[config.mk]
export PLATFORM = sky130hd
export DESIGN_NAME = sbah_arbiter
export DESIGN_NICKNAME = d
export VERILOG_FILES = /design/src/shared/sbah_pkg.sv /design/src/rtl/sbah_arbiter.sv
export SDC_FILE = /design/constraint.sdc
export NUM_CORES = 1
export LEC_CHECK = 0
export BUFFER_PORTS_ARGS = -buffer_cell sky130_fd_sc_hd__buf_2
export CAP_MARGIN = 25
export CORE_ASPECT_RATIO = 1.4
export CORE_MARGIN = 10
export CORE_UTILIZATION = 42
export CTS_CLUSTER_DIAMETER = 100
export DETAILED_ROUTE_END_ITERATION = 10
export SKIP_LAST_GASP = 1
export SLEW_MARGIN = 5
export SYNTH_ARGS = -nofsm -noshare
export SYNTH_HDL_FRONTEND = slang
export SYNTH_SLANG_ARGS = --single-unit
[constraint.sdc]
create_clock -name i_mclk -period 6.9 [get_ports i_mclk]
set_input_delay 1.725 -clock i_mclk [delete_from_list [all_inputs] [get_ports i_mclk]]
set_output_delay 1.725 -clock i_mclk [all_outputs]
set_load 0.01 [all_outputs]
[src/shared/sbah_pkg.sv]
// Package for the shared-bus arbitration and host port block.
// Assumes a single 20 MHz clock; all pin inputs are synchronised in the block.
package sbah_pkg;
   localparam int SBAH_NUM_REQ = 6;        // Bus request lines on the shared bus
   localparam int SBAH_ID_W = 3;           // Width of processor identity
   localparam int SBAH_NUM_CS = 4;         // Host chip selects, one per processor
   localparam int SBAH_CS_W = 2;           // Index width of a chip select
   localparam logic [2:0] SBAH_ID_NONE = 3'h0; // Identity 0 means single processor
   localparam logic [3:0] SBAH_DMA_CH_1 = 4'h7; // Channel served by request 1
   localparam logic [3:0] SBAH_DMA_CH_2 = 4'h8; // Channel served by request 2
   localparam int SBAH_SLV_WAIT_NS = 100;  // Default internal access latency
   localparam int SBAH_CLK_NS = 50;
   localparam int SBAH_SLV_WAIT_CYC =
      (SBAH_SLV_WAIT_NS + SBAH_CLK_NS - 1) / SBAH_CLK_NS;
   localparam logic [2:0] SBAH_WAIT_W_RST = 3'h0;
   typedef enum logic [1:0] {SBAH_OWN_IDLE, SBAH_OWN_MASTER, SBAH_OWN_HOST} sbah_own_t;
endpackage : sbah_pkg

[src/rtl/sbah_arbiter.sv]
// Shared external bus arbiter and host port for one processor of a four-processor module.
// Assumes all pins reach it as separate input, output and output-enable signals;
// the testbench resolves the wired lines. Output enables are active low.
//
// Behaviour
// - As synchronous slave, drive wait handshake low while internal access needs time.
// - Master keeps wait handshake input at its last driven level when undriven.
// - Suspend sampled low floats address, data, selects and strobes next cycle.
// - External access under suspend stalls and completes only after suspend releases.
// - Host requests bus; master floats bus lines and asserts host grant.
// - Host bus request beats every processor bus request; the master keeps the bus while its core external request stands.
// - Host grant stays low while host request is held, released after removal.
// - Only the bus owner drives host grant; others just monitor it.
// - Host ready pulled low during asynchronous host access until it can complete.
// - Host ready is open drain after reset; a config bit selects push-pull.
// - Host ready driven only while chip select and host request are asserted.
// - Drive only own bus request line by identity; watch all others.
// - Rotating priority when select input high, fixed priority when low.
// - Slave core priority access pauses master background DMA; bus ownership does not change.
// - External DMA requests map to channels 7 and 8, answered on grants.
// - Three-state bus pins float under suspend or when processor is a slave.
// - Asynchronous host request and chip selects are synchronised before use.
`timescale 1ns/100ps
`default_nettype none
module sbah_arbiter
   import sbah_pkg::*;
#(
   parameter int SLV_WAIT = SBAH_SLV_WAIT_CYC
) (
   // Clock and reset
   input wire logic i_mclk,
   input wire logic i_srst,
   // Configuration
   input wire logic [SBAH_ID_W-1:0] i_proc_identity,
   input wire logic [SBAH_CS_W-1:0] i_cs_index,
   input wire logic i_host_ready_drive_mode,
   input wire logic i_rotating_priority_select,
   // Core side
   input wire logic i_core_ext_req,
   input wire logic i_core_ext_last,
   input wire logic i_dma_bg_req,
   input wire logic i_slave_access,
   input wire logic i_int_busy,
   output logic o_core_stall,
   output logic o_dma_pause,
   output logic o_bus_master,
   output logic o_ext_dma_req_1,
   output logic o_ext_dma_req_2,
   input wire logic i_ext_dma_done_1,
   input wire logic i_ext_dma_done_2,
   // Memory wait handshake pin
   input wire logic i_mem_wait,
   output logic o_mem_wait,
   output logic o_mem_wait_oe_n,
   output logic o_mem_wait_kept,
   // Suspend and bus float
   input wire logic i_suspend_bus_float_n,
   output logic o_bus_float_oe_n,
   // Host pins
   input wire logic i_host_bus_request_n,
   input wire logic [SBAH_NUM_CS-1:0] i_proc_select_n,
   input wire logic i_host_bus_grant_n,
   output logic o_host_bus_grant_n,
   output logic o_host_bus_grant_oe_n,
   output logic o_host_ready_wait,
   output logic o_host_ready_wait_oe_n,
   // Processor bus request lines
   input wire logic [SBAH_NUM_REQ-1:0] i_proc_bus_request_lines_n,
   output logic [SBAH_NUM_REQ-1:0] o_proc_bus_request_lines_n,
   output logic [SBAH_NUM_REQ-1:0] o_proc_bus_request_lines_oe_n,
   // Core priority access
   input wire logic i_core_priority_access_n,
   input wire logic i_core_prio_want,
   output logic o_core_priority_access_oe_n,
   // External DMA pins
   input wire logic i_ext_dma_request_1_n,
   input wire logic i_ext_dma_request_2_n,
   output logic o_ext_dma_grant_1_n,
   output logic o_ext_dma_grant_2_n,
   output logic o_ext_dma_grant_oe_n
);
   localparam int NQ = SBAH_NUM_REQ;
   localparam int NS = 6 + NQ + SBAH_NUM_CS;

   logic [NS-1:0] pin_raw;
   logic [NS-1:0] sync_1;
   logic [NS-1:0] sync_2;
   logic sbf_n, host_req_n, host_grant_in_n, prio_access_n, dr1_n, dr2_n, wait_in;
   logic [NQ-1:0] brq_n;
   logic [SBAH_NUM_CS-1:0] cs_n;
   logic [NQ-1:0] own_bit;
   logic [NQ-1:0] req;
   logic [NQ-1:0] pick;
   logic [SBAH_ID_W-1:0] last_owner;
   logic [SBAH_ID_W-1:0] my_idx;
   sbah_own_t own;
   logic kept;
   logic float_q;
   logic host_acc;
   logic [2:0] slv_cnt;
   logic slv_wait;
   logic g1, g2;
   logic win;

   // Two-flop synchronisers for every pin input
   assign pin_raw = {i_suspend_bus_float_n, i_host_bus_request_n, i_host_bus_grant_n,
                     i_core_priority_access_n, i_ext_dma_request_1_n, i_ext_dma_request_2_n,
                     i_proc_bus_request_lines_n, i_proc_select_n};
   always_ff @(posedge i_mclk) begin
      if (i_srst) begin
         sync_1 <= '1;
         sync_2 <= '1;
      end else begin
         sync_1 <= pin_raw;
         sync_2 <= sync_1;
      end
   end
   assign {sbf_n, host_req_n, host_grant_in_n, prio_access_n, dr1_n, dr2_n, brq_n, cs_n} = sync_2;

   // Wait handshake input synchronised separately
   logic wait_s1, wait_s2;
   always_ff @(posedge i_mclk) begin
      if (i_srst) begin
         wait_s1 <= 1'b1;
         wait_s2 <= 1'b1;
      end else begin
         wait_s1 <= i_mem_wait;
         wait_s2 <= wait_s1;
      end
   end
   assign wait_in = wait_s2;

   // Own request line and the set of all requesters
   assign my_idx = (i_proc_identity == SBAH_ID_NONE) ? SBAH_ID_W'(0) : i_proc_identity - 3'h1;
   generate
      for (genvar k = 0; k < NQ; k++) begin : g_req
         assign own_bit[k] = (my_idx == SBAH_ID_W'(k));
         assign req[k] = own_bit[k] ? (i_core_ext_req | i_dma_bg_req) : ~brq_n[k];
         // Drive only the line of this identity, float the others
         assign o_proc_bus_request_lines_oe_n[k] = ~own_bit[k];
         assign o_proc_bus_request_lines_n[k] = ~(i_core_ext_req | i_dma_bg_req);
      end
   endgenerate

   // Priority pick: fixed from line 0, or rotating past the last owner
   always_comb begin
      int idx;
      idx = 0;
      pick = '0;
      if (i_rotating_priority_select) begin
         for (int n = 1; n <= NQ; n++) begin
            idx = (int'(last_owner) + n) % NQ;
            if (req[idx] && pick == '0) pick[idx] = 1'b1;
         end
      end else begin
         for (int n = NQ - 1; n >= 0; n--) begin
            if (req[n]) pick = NQ'(1) << n;
         end
      end
   end
   assign win = |(pick & own_bit);

   // Ownership machine; master drops to idle only at a bus-cycle end
   always_ff @(posedge i_mclk) begin
      if (i_srst) begin
         own <= SBAH_OWN_IDLE;
         last_owner <= '0;
      end else begin
         unique case (own)
            SBAH_OWN_IDLE: begin
               if (!host_req_n) own <= SBAH_OWN_HOST;
               // A grant still seen low on the shared line means the host holds the bus
               else if (win && host_grant_in_n) begin
                  own <= SBAH_OWN_MASTER;
                  last_owner <= my_idx;
               end
            end
            SBAH_OWN_MASTER: begin
               if (!host_req_n && !i_core_ext_req) own <= SBAH_OWN_HOST;
               else if (i_core_ext_last && !win) own <= SBAH_OWN_IDLE;
            end
            SBAH_OWN_HOST: begin
               if (host_req_n) own <= SBAH_OWN_IDLE;
            end
         endcase
      end
   end
   assign o_bus_master = (own == SBAH_OWN_MASTER);

   // Host grant: owner drives it low while the request stands
   logic was_owner;
   always_ff @(posedge i_mclk) begin
      if (i_srst) was_owner <= 1'b0;
      else if (own == SBAH_OWN_MASTER) was_owner <= 1'b1;
      else if (own == SBAH_OWN_HOST && host_req_n) was_owner <= 1'b0;
      else if (own == SBAH_OWN_IDLE) was_owner <= 1'b0;
   end
   assign o_host_bus_grant_oe_n = ~(was_owner && own == SBAH_OWN_HOST);
   assign o_host_bus_grant_n = ~(own == SBAH_OWN_HOST && !host_req_n);

   // Bus float one cycle after suspend is sampled, or when not master
   always_ff @(posedge i_mclk) begin
      if (i_srst) float_q <= 1'b1;
      else float_q <= !sbf_n || own != SBAH_OWN_MASTER;
   end
   assign o_bus_float_oe_n = float_q;

   // Core stall on suspend, memory wait or lack of ownership
   assign o_core_stall = i_core_ext_req && (!sbf_n || own != SBAH_OWN_MASTER || !kept);
   assign o_dma_pause = i_dma_bg_req && !prio_access_n;
   assign o_core_priority_access_oe_n = ~(i_core_prio_want && own != SBAH_OWN_MASTER);

   // Keeper holding the last driven wait level
   always_ff @(posedge i_mclk) begin
      if (i_srst) kept <= 1'b1;
      else kept <= wait_in;
   end
   assign o_mem_wait_kept = kept;

   // Slave wait: extend synchronous internal access
   always_ff @(posedge i_mclk) begin
      if (i_srst) slv_cnt <= SBAH_WAIT_W_RST;
      else if (!i_slave_access) slv_cnt <= SBAH_WAIT_W_RST;
      else if (slv_cnt < 3'(SLV_WAIT)) slv_cnt <= slv_cnt + 3'h1;
   end
   assign slv_wait = i_slave_access && (slv_cnt < 3'(SLV_WAIT) || i_int_busy);
   assign o_mem_wait = 1'b0;
   assign o_mem_wait_oe_n = ~slv_wait;

   // Host ready: only while selected and host request asserted
   assign host_acc = !cs_n[i_cs_index] && !host_req_n;
   always_comb begin
      o_host_ready_wait = !i_int_busy;
      if (!host_acc) o_host_ready_wait_oe_n = 1'b1;
      else if (i_host_ready_drive_mode) o_host_ready_wait_oe_n = 1'b0;
      else o_host_ready_wait_oe_n = !i_int_busy;
   end

   // External DMA grants for channels 7 and 8
   always_ff @(posedge i_mclk) begin
      if (i_srst) begin
         g1 <= 1'b0;
         g2 <= 1'b0;
      end else begin
         g1 <= !dr1_n && own == SBAH_OWN_MASTER && !i_ext_dma_done_1;
         g2 <= !dr2_n && own == SBAH_OWN_MASTER && !i_ext_dma_done_2;
      end
   end
   assign o_ext_dma_req_1 = !dr1_n;
   assign o_ext_dma_req_2 = !dr2_n;
   assign o_ext_dma_grant_1_n = ~g1;
   assign o_ext_dma_grant_2_n = ~g2;
   assign o_ext_dma_grant_oe_n = float_q;

   // Checks
   host_first_a: assert property (@(posedge i_mclk) disable iff (i_srst)
      (own == SBAH_OWN_IDLE && !host_req_n) |=> own == SBAH_OWN_HOST)
      else $error("host request not first");
   float_next_a: assert property (@(posedge i_mclk) disable iff (i_srst)
      !sbf_n |=> o_bus_float_oe_n) else $error("bus not floated");
   grant_hold_a: assert property (@(posedge i_mclk) disable iff (i_srst)
      (own == SBAH_OWN_HOST && !host_req_n) |-> !o_host_bus_grant_n)
      else $error("host grant dropped");
   ready_gate_a: assert property (@(posedge i_mclk) disable iff (i_srst)
      !host_acc |-> o_host_ready_wait_oe_n) else $error("ready driven unselected");
   stall_susp_a: assert property (@(posedge i_mclk) disable iff (i_srst)
      (i_core_ext_req && !sbf_n) |-> o_core_stall) else $error("no stall");
   one_line_a: assert property (@(posedge i_mclk) disable iff (i_srst)
      $onehot(~o_proc_bus_request_lines_oe_n)) else $error("wrong request line");
   dma_pause_a: assert property (@(posedge i_mclk) disable iff (i_srst)
      (i_dma_bg_req && !prio_access_n) |-> o_dma_pause) else $error("dma not paused");
   slave_float_a: assert property (@(posedge i_mclk) disable iff (i_srst)
      (own != SBAH_OWN_MASTER) |=> o_bus_float_oe_n) else $error("slave drives bus");
   grant_owner_a: assert property (@(posedge i_mclk) disable iff (i_srst)
      !o_host_bus_grant_oe_n |-> own == SBAH_OWN_HOST) else $error("grant by non owner");
   wait_slave_a: assert property (@(posedge i_mclk) disable iff (i_srst)
      $rose(i_slave_access) |-> !o_mem_wait_oe_n) else $error("no slave wait");
endmodule // sbah_arbiter
`default_nettype wire

==> run_results.csv, run 1 <==
group,metric,value,unit
cts,ctsResizeCount,0,
drt,drcViolationCount,0,
setup_path,criticalPathCategory,"reg2reg",
final_layout,layout.nets,607,
die,num_io_pins,63,
final_layout,drive_above_1_share,26.0,%
grt,grt_usage,17.8,%
cts,h-tree-depth,2,
timing,tns,0,ns
logic_synthesis,synth_top_area_cell,"dfxtp_1",
placed_design,dp_cells,648,
die,core-area,9130,sq um
power,powerDensity,274,nW/um^2
setup_path,cp.required,7.05,ns
setup_path,critical_path.slowest_cell,"nor4b_1",
setup_path,reg2reg_from,"last_owner[1]",
cts,path_clk_slew,0.06,ns
setup_path,crit_chain,"ha_1 > xor2_1 > inv_1 > nor2_1 > ha_1 > inv_1 > ha_1 > nand4b_1 > o21ai_0 > o21ai_0 > nor4b_1 > nor3_1 > nand3_1 > a31oi_2 > or4_4 > o31ai_2 > a32oi_1 > a31oi_2 > mux2i_1 > nor2_1",
job,maxCapViolations,0,
logic_synthesis,ys_seq_area_share,23.7,%
logic_synthesis,ys.flop_type,"dfxtp_1",
timing,period_share,83.7,%
setup_path,rrSetupSlack,1.12,ns
grt,grt_pass1_vias,3945,
worst_hold_path,hold_path_depth,1,
grt,antenna_found_initial,0,
drt,drt-initial-drc-count,256,
worst_hold_path,hold_start,"sync_1[5]",
die,row_count,41,
power,leakagePower,1.79,nW
logic_synthesis,ys_ff_latch,47,
timing,finalSetupViolations,0,
logic_synthesis,synth_top_area_share,23.7,%
drt,via_count,3888,
cts,cts_tree,"yes",
timing,post-route-min-period,5.78,ns
setup_path,path_buf_inv,2,
setup_path,r2r_end,"last_owner[0]",
drt,wl,12.1,mm
worst_hold_path,hold_end,"sync_2[5]",
grt,grt_pass1_wl,19.8,mm
timing,slew_viol_final,0,
placed_design,gp_congestion,0.987,
timing,timing.fmax,173,MHz
cts,clockRootBuffer,"clkbuf_16",
die,die_w,102,um
drt,vias_per_cell,5.93,
logic_synthesis,synth_area_leaders,"dfxtp_1, ha_1, or2_2",
cts,clock_sinks,47,
worst_hold_path,hold_path_class,"reg2reg",
logic_synthesis,mappedNetlistArea,3960,sq um
timing,rsz0062_at_grt,"no",
logic_synthesis,synth-edff-count,0,
grt,overflow,0,
drt,antenna_left,0,
timing,tightest_slew,0.759,ns
cts,clk_latency,0.28,ns
final_layout,n_antenna_cell,0,
setup_path,critPathLaunchType,"flop",
die,dieArea,13800,sq um
setup_path,arrival,5.93,ns
drt,drt-pass1-iter-count,5,
timing,fin_hold_ws,0.406,ns
setup_path,cp_common_cell,"ha_1",
drt,post_drt_wl_per_cell,18.5,um
placed_design,place_ws,1.09,ns
status,status,"completed",
logic_synthesis,synth_area_per_cell,7.82,sq um
cts,ctsHoldBuffers,0,
logic_synthesis,yosysWarnings,0,
logic_synthesis,synth_nets,566,
final_layout,syn_to_final_growth,11.6,%
logic_synthesis,synth.distinct_cells,81,
placed_design,hpwlAfterDp,9.63,mm
timing,hold_violations,0,
placed_design,port_buffers,61,
setup_path,cp-end-kind,"flop",
timing,slew-limit-headroom,49.0,%
timing,skew,0.00424,ns
die,die_h,135,um
grt,grt_start_max_net_pins,47,
power,peakVddDrop,0.000275,V
setup_path,critPathMaxStageDelay,0.63,ns
cts,cts_setup_buffers,0,
die,start_util,43.4,%
setup_path,ff2ff_path_depth,20,
logic_synthesis,syn_inst,507,
cts,clk_path_buf_depth,2,
cts,cts_buffers,5,
setup_path,path_max_fanout,9,
logic_synthesis,async_flop_share,0,%
timing,setup_ws,1.12,ns
setup_path,crit_family,"simple AND/OR/NAND/NOR gates",
final_layout,final_cells,656,
## how the worst max path moves through the flow
stage | from | to | slack [ns] | depth (start not counted)
floorplan | i_proc_identity[2] | own[1] | 1.81 | 15
finish | last_owner[1] | last_owner[0] | 1.12 | 20
CTS | last_owner[1] | own[0] | 1.24 | 20
global route | last_owner[1] | last_owner[0] | 0.71 | 20
global placement | i_proc_identity[0] | own[1] | 1.03 | 16
detailed placement | i_core_ext_req | own[0] | 1.09 | 14
## cell usage in the layout (no fill, tap or decap), types with 4 or more instances in the layout
master,count
buf_2,61
dfxtp_1,47
nand2_1,39
or2_2,39
nor2_1,38
inv_1,32
o21ai_0,29
ha_1,25
a21oi_1,22
nor3_1,18
a31oi_1,12
nand2b_1,9
mux2i_1,9
nand3_1,7
buf_4,7
and2_1,6
or3_1,6
o22ai_1,6
mux2_2,6
a211oi_1,6
nor2b_1,5
nand4_1,5
a21o_1,5
a22oi_1,5
and3_1,5
or4_1,5
clkbuf_16,5
nand3b_1,4
nand4b_1,4
o21a_1,4
## kinds of logic after synthesis
logic type               share of synthesized area, %
AO/OA/AOI/OAI                                    25.0
flip-flops                                       23.7
other                                          0.0946
adder cells (fa/ha/maj)                          7.89
AND/OR/NAND/NOR                                  30.0
XOR/XNOR                                        0.884
multiplexers                                     4.55
buffers and inverters                            7.89
## per-stage QoR
step                util (%)  cell area (sq um)  power, mW
global route            48.4               4420       1.30
finish                  48.4               4420       1.21
floorplan                  -               3960      0.804
detailed placement      46.7               4270      0.961
global placement        46.7               4270      0.960
CTS                     48.4               4420       1.21
## synth_stat cells, drive strengths merged (3+ instances only)
cell type	n
dfxtp	47
nand2	40
or2	39
nor2	38
inv	33
o21ai	32
ha	25
a21oi	23
buf	19
nor3	18
a31oi	15
clkbuf	15
mux2i	9
nand2b	9
a211oi	7
nand3	7
or3	7
or4	7
and2	6
mux2	6
nand4	6
o22ai	6
a21o	5
a22oi	5
and3	5
nor2b	5
o31ai	5
nand3b	4
nand4b	4
nor3b	4
nor4	4
o21a	4
a211o	3
o211ai	3
o2bb2ai	3
## where the power goes
part	switching, mW	internal, mW
logic	0.417	0.244
registers	0.0167	0.291
clock network	0.0987	0.145
## final cells by class
cell class | count | area (sq um)
Sequential cell | 47 | 941
Clock buffer | 6 | 139
Inverter | 33 | 124
Clock inverter | 2 | 16.3
Tap cell | 107 | 134
Timing Repair Buffer | 68 | 358
Multi-Input combinational cell | 393 | 2710
Fill cell | 930 | 4710
## routing by layer
layer | routed length (um) | GRT usage, % | vias up
li1 | - | - | 1905
met1 | 4950 | 19.8 | 1785
met2 | 5710 | 29.5 | 147
met3 | 665 | 3.93 | 51
met4 | 798 | 11.5 | 0
met5 | 0 | 0 | -
## flip-flops by register name (all words and copies together), names as in the netlist
register          flops
o_bus_float_oe_n      1
was_owner             1
sync_2               16
o_mem_wait_kept       1
wait_in               1
own                   2
slv_cnt               3
sync_1               16
wait_s1               1
g2                    1
last_owner            3
g1                    1
Note: power is estimated with default switching activity, not from simulation.
==> run 2: changes to the inputs <==
==> constraint.sdc (replaced) <==
create_clock -name i_mclk -period 5.7 [get_ports i_mclk]
set_input_delay 1.425 -clock i_mclk [delete_from_list [all_inputs] [get_ports i_mclk]]
set_output_delay 1.425 -clock i_mclk [all_outputs]
set_load 0.01 [all_outputs]
==> run 2 against run 1 <==
  * Cell area up 3.1%
  * Largest cell class unchanged
  * Non-clock buffer count grew 19
  * Die area unchanged
  * Register-to-register slack worse by 0.74 ns
  * Worst setup slack got worse by 0.74 ns
  * Sequential power is 20% higher
  * Global-route usage shrank 0.16 points
  * Critical endpoint is now own[1]
  * Routed wire length shrank 0.52%
  * Sequential share of layout area shrank 0.63 points
  * Flip-flop and latch count unchanged
  * First-iteration DRC count decreased by 21%
  * Final cell count grew 2.9%
==> run_results.csv, run 2 (synthesized netlist as in run 1, its figures left out) <==
group,metric,value,unit
status,status,"completed",
setup_path,cp.required,5.88,ns
timing,post-route-min-period,5.32,ns
final_layout,reg_top3,"sync_1 x16, sync_2 x16",
timing,period_share,93.3,%
power,switching_power,0.641,mW
grt,overflow,0,
drt,drt-initial-drc-count,202,
die,start_util,43.4,%
setup_path,arrival,5.50,ns
placed_design,hpwlAfterDp,9.82,mm
placed_design,placed_area,4410,sq um
final_layout,finish.utilization,49.9,%
cts,clk_latency,0.29,ns
power,clkPwrFrac,19.1,%
die,row_count,41,
cts,cts_setup_buffers,0,
setup_path,critPathLaunchType,"flop",
power,power,1.48,mW
timing,hold_violations,0,
die,die_w,102,um
drt,antenna_left,0,
final_layout,final_area,4560,sq um
die,core-area,9130,sq um
timing,tns,0,ns
setup_path,criticalPathCategory,"reg2reg",
power,leakagePower,1.88,nW
drt,post_drt_wl_per_cell,17.9,um
power,combPwrFrac,55.9,%
drt,drt-pass1-iter-count,4,
setup_path,critical_path.slowest_cell,"a311oi_1",
cts,clock_sinks,47,
power,switching_share,43.3,%
power,powerDensity,325,nW/um^2
placed_design,place_ws,0.230,ns
setup_path,crit_family,"compound AO/OA/AOI/OAI gates",
timing,tightest_slew,0.757,ns
grt,grt_pass1_wl,19.6,mm
timing,timing.fmax,188,MHz
grt,antenna_found_initial,0,
grt,grt_start_max_net_pins,47,
power,peakVddDrop,0.000268,V
cts,h-tree-depth,2,
cts,cts_buffers,5,
final_layout,nFillCells,901,
grt,grt_usage,17.6,%
drt,wl_met2,6.06,mm
timing,setup_ws,0.382,ns
placed_design,port_buffers,61,
cts,clockRootBuffer,"clkbuf_16",
setup_path,crit_chain,"ha_1 > xor2_1 > inv_1 > nor2_1 > ha_1 > inv_1 > ha_1 > nand4b_1 > o21ai_1 > o21ai_0 > nor4b_1 > nor3_1 > nand2_1 > o221ai_1 > o2bb2ai_1 > a211o_1 > a311oi_1 > nand4_1 > a32o_1 > o2bb2ai_1",
final_layout,drive_above_1_share,28.7,%
final_layout,layout.nets,626,
die,die_h,135,um
drt,dr.max_layer_used,"met4",
power,p_seq_share,25.0,%
setup_path,cp-end-kind,"flop",
power,intPower,0.839,mW
cts,cts_tree,"yes",
drt,drcViolationCount,0,
final_layout,n_antenna_cell,0,
drt,dr_wl_met3,647,um
setup_path,path_buf_inv,2,
drt,wl_met1,4.68,mm
timing,slew_viol_final,0,
placed_design,gp_congestion,0.968,
final_layout,layout_commonest_cell,"buf_2",
timing,skew,0.00468,ns
drt,wl,12.1,mm
setup_path,critPathMaxStageDelay,0.60,ns
cts,clk_path_buf_depth,2,
die,num_io_pins,63,
job,maxCapViolations,0,
drt,via_count,3946,
final_layout,seqCellArea,941,sq um
timing,slew-limit-headroom,49.2,%
worst_hold_path,hold_path_class,"reg2reg",
drt,vias_per_cell,5.85,
final_layout,multi_input_area,2710,sq um
final_layout,final_cell_mix,"buf_2, dfxtp_1, nand2_1, or2_2, nor2_1",
setup_path,cp_common_cell,"ha_1",
setup_path,path_max_fanout,8,
timing,finalSetupViolations,0,
final_layout,syn_to_final_growth,15.0,%
grt,grt_pass1_vias,3963,
cts,path_clk_slew,0.06,ns
timing,rsz0062_at_grt,"no",
die,dieArea,13800,sq um
==> run 2: cell types whose count changed in the layout (fill, tap and decap cells not counted), sizes merged <==
cell / change
buf: +19
clkinv: +1
clkinvlp: -1
clkbuf: -1
inv: +1
==> run 2: stage by stage <==
stage          hold WS [ns]  std cells
2_1_floorplan         0.381        507
3_3_place_gp          0.390        667
3_5_place_dp          0.394        667
4_1_cts               0.408        675
5_1_grt               0.415        675
6_report              0.406        675
==> run 2: what timing repair did <==
action / in CTS / in global routing
setup endpoints to repair: 0 / 5
hold buffers: 0 / 0
resized for setup: 0 / 2
==> run 2: final timing paths <==
| path | startpoint | end | slack [ns] | cells after the start |
|---|---|---|---|---|
| setup / recovery | last_owner[1] | own[1] | 0.38 | 20 |
| hold / removal | wait_in | o_mem_wait_kept | 0.41 | 1 |
| setup reg to reg | last_owner[1] | own[1] | 0.38 | 20 |
| hold reg to reg | wait_in | o_mem_wait_kept | 0.41 | 1 |
==> run 2: final cells by class <==
type | instances | share of cell area (%)
Clock buffer | 5 | 2.75
Sequential cell | 47 | 20.6
Clock inverter | 3 | 0.412
Tap cell | 107 | 2.94
Timing Repair Buffer | 87 | 11.0
Inverter | 33 | 2.72
Multi-Input combinational cell | 393 | 59.6
==> run 2: layer usage <==
metal  vias to the layer above  GRT usage (%)
met5                         -              0
met3                        39           3.98
met2                       141           30.8
li1                       1934              -
met4                         0           10.5
met1                      1832           18.5
==> run 2: worst register-to-register path, stage by stage (launching register included) <==
cell	delay, ns
dfxtp_1	0.51
ha_1	0.25
xor2_1	0.19
inv_1	0.13
nor2_1	0.13
ha_1	0.19
inv_1	0.05
ha_1	0.28
nand4b_1	0.09
o21ai_1	0.36
o21ai_0	0.25
nor4b_1	0.53
nor3_1	0.16
nand2_1	0.16
o221ai_1	0.17
o2bb2ai_1	0.18
a211o_1	0.27
a311oi_1	0.60
nand4_1	0.22
a32o_1	0.35
o2bb2ai_1	0.13
==> run 2: power by group through the flow <==
stage | Sequential [mW] | Combinational, mW | Clock, mW
after floorplan | 0.373 | 0.600 | 0
after global placement | 0.376 | 0.814 | 0
after detailed placement | 0.377 | 0.815 | 0
after CTS | 0.370 | 0.822 | 0.293
after global routing | 0.374 | 0.912 | 0.305
final | 0.370 | 0.827 | 0.283
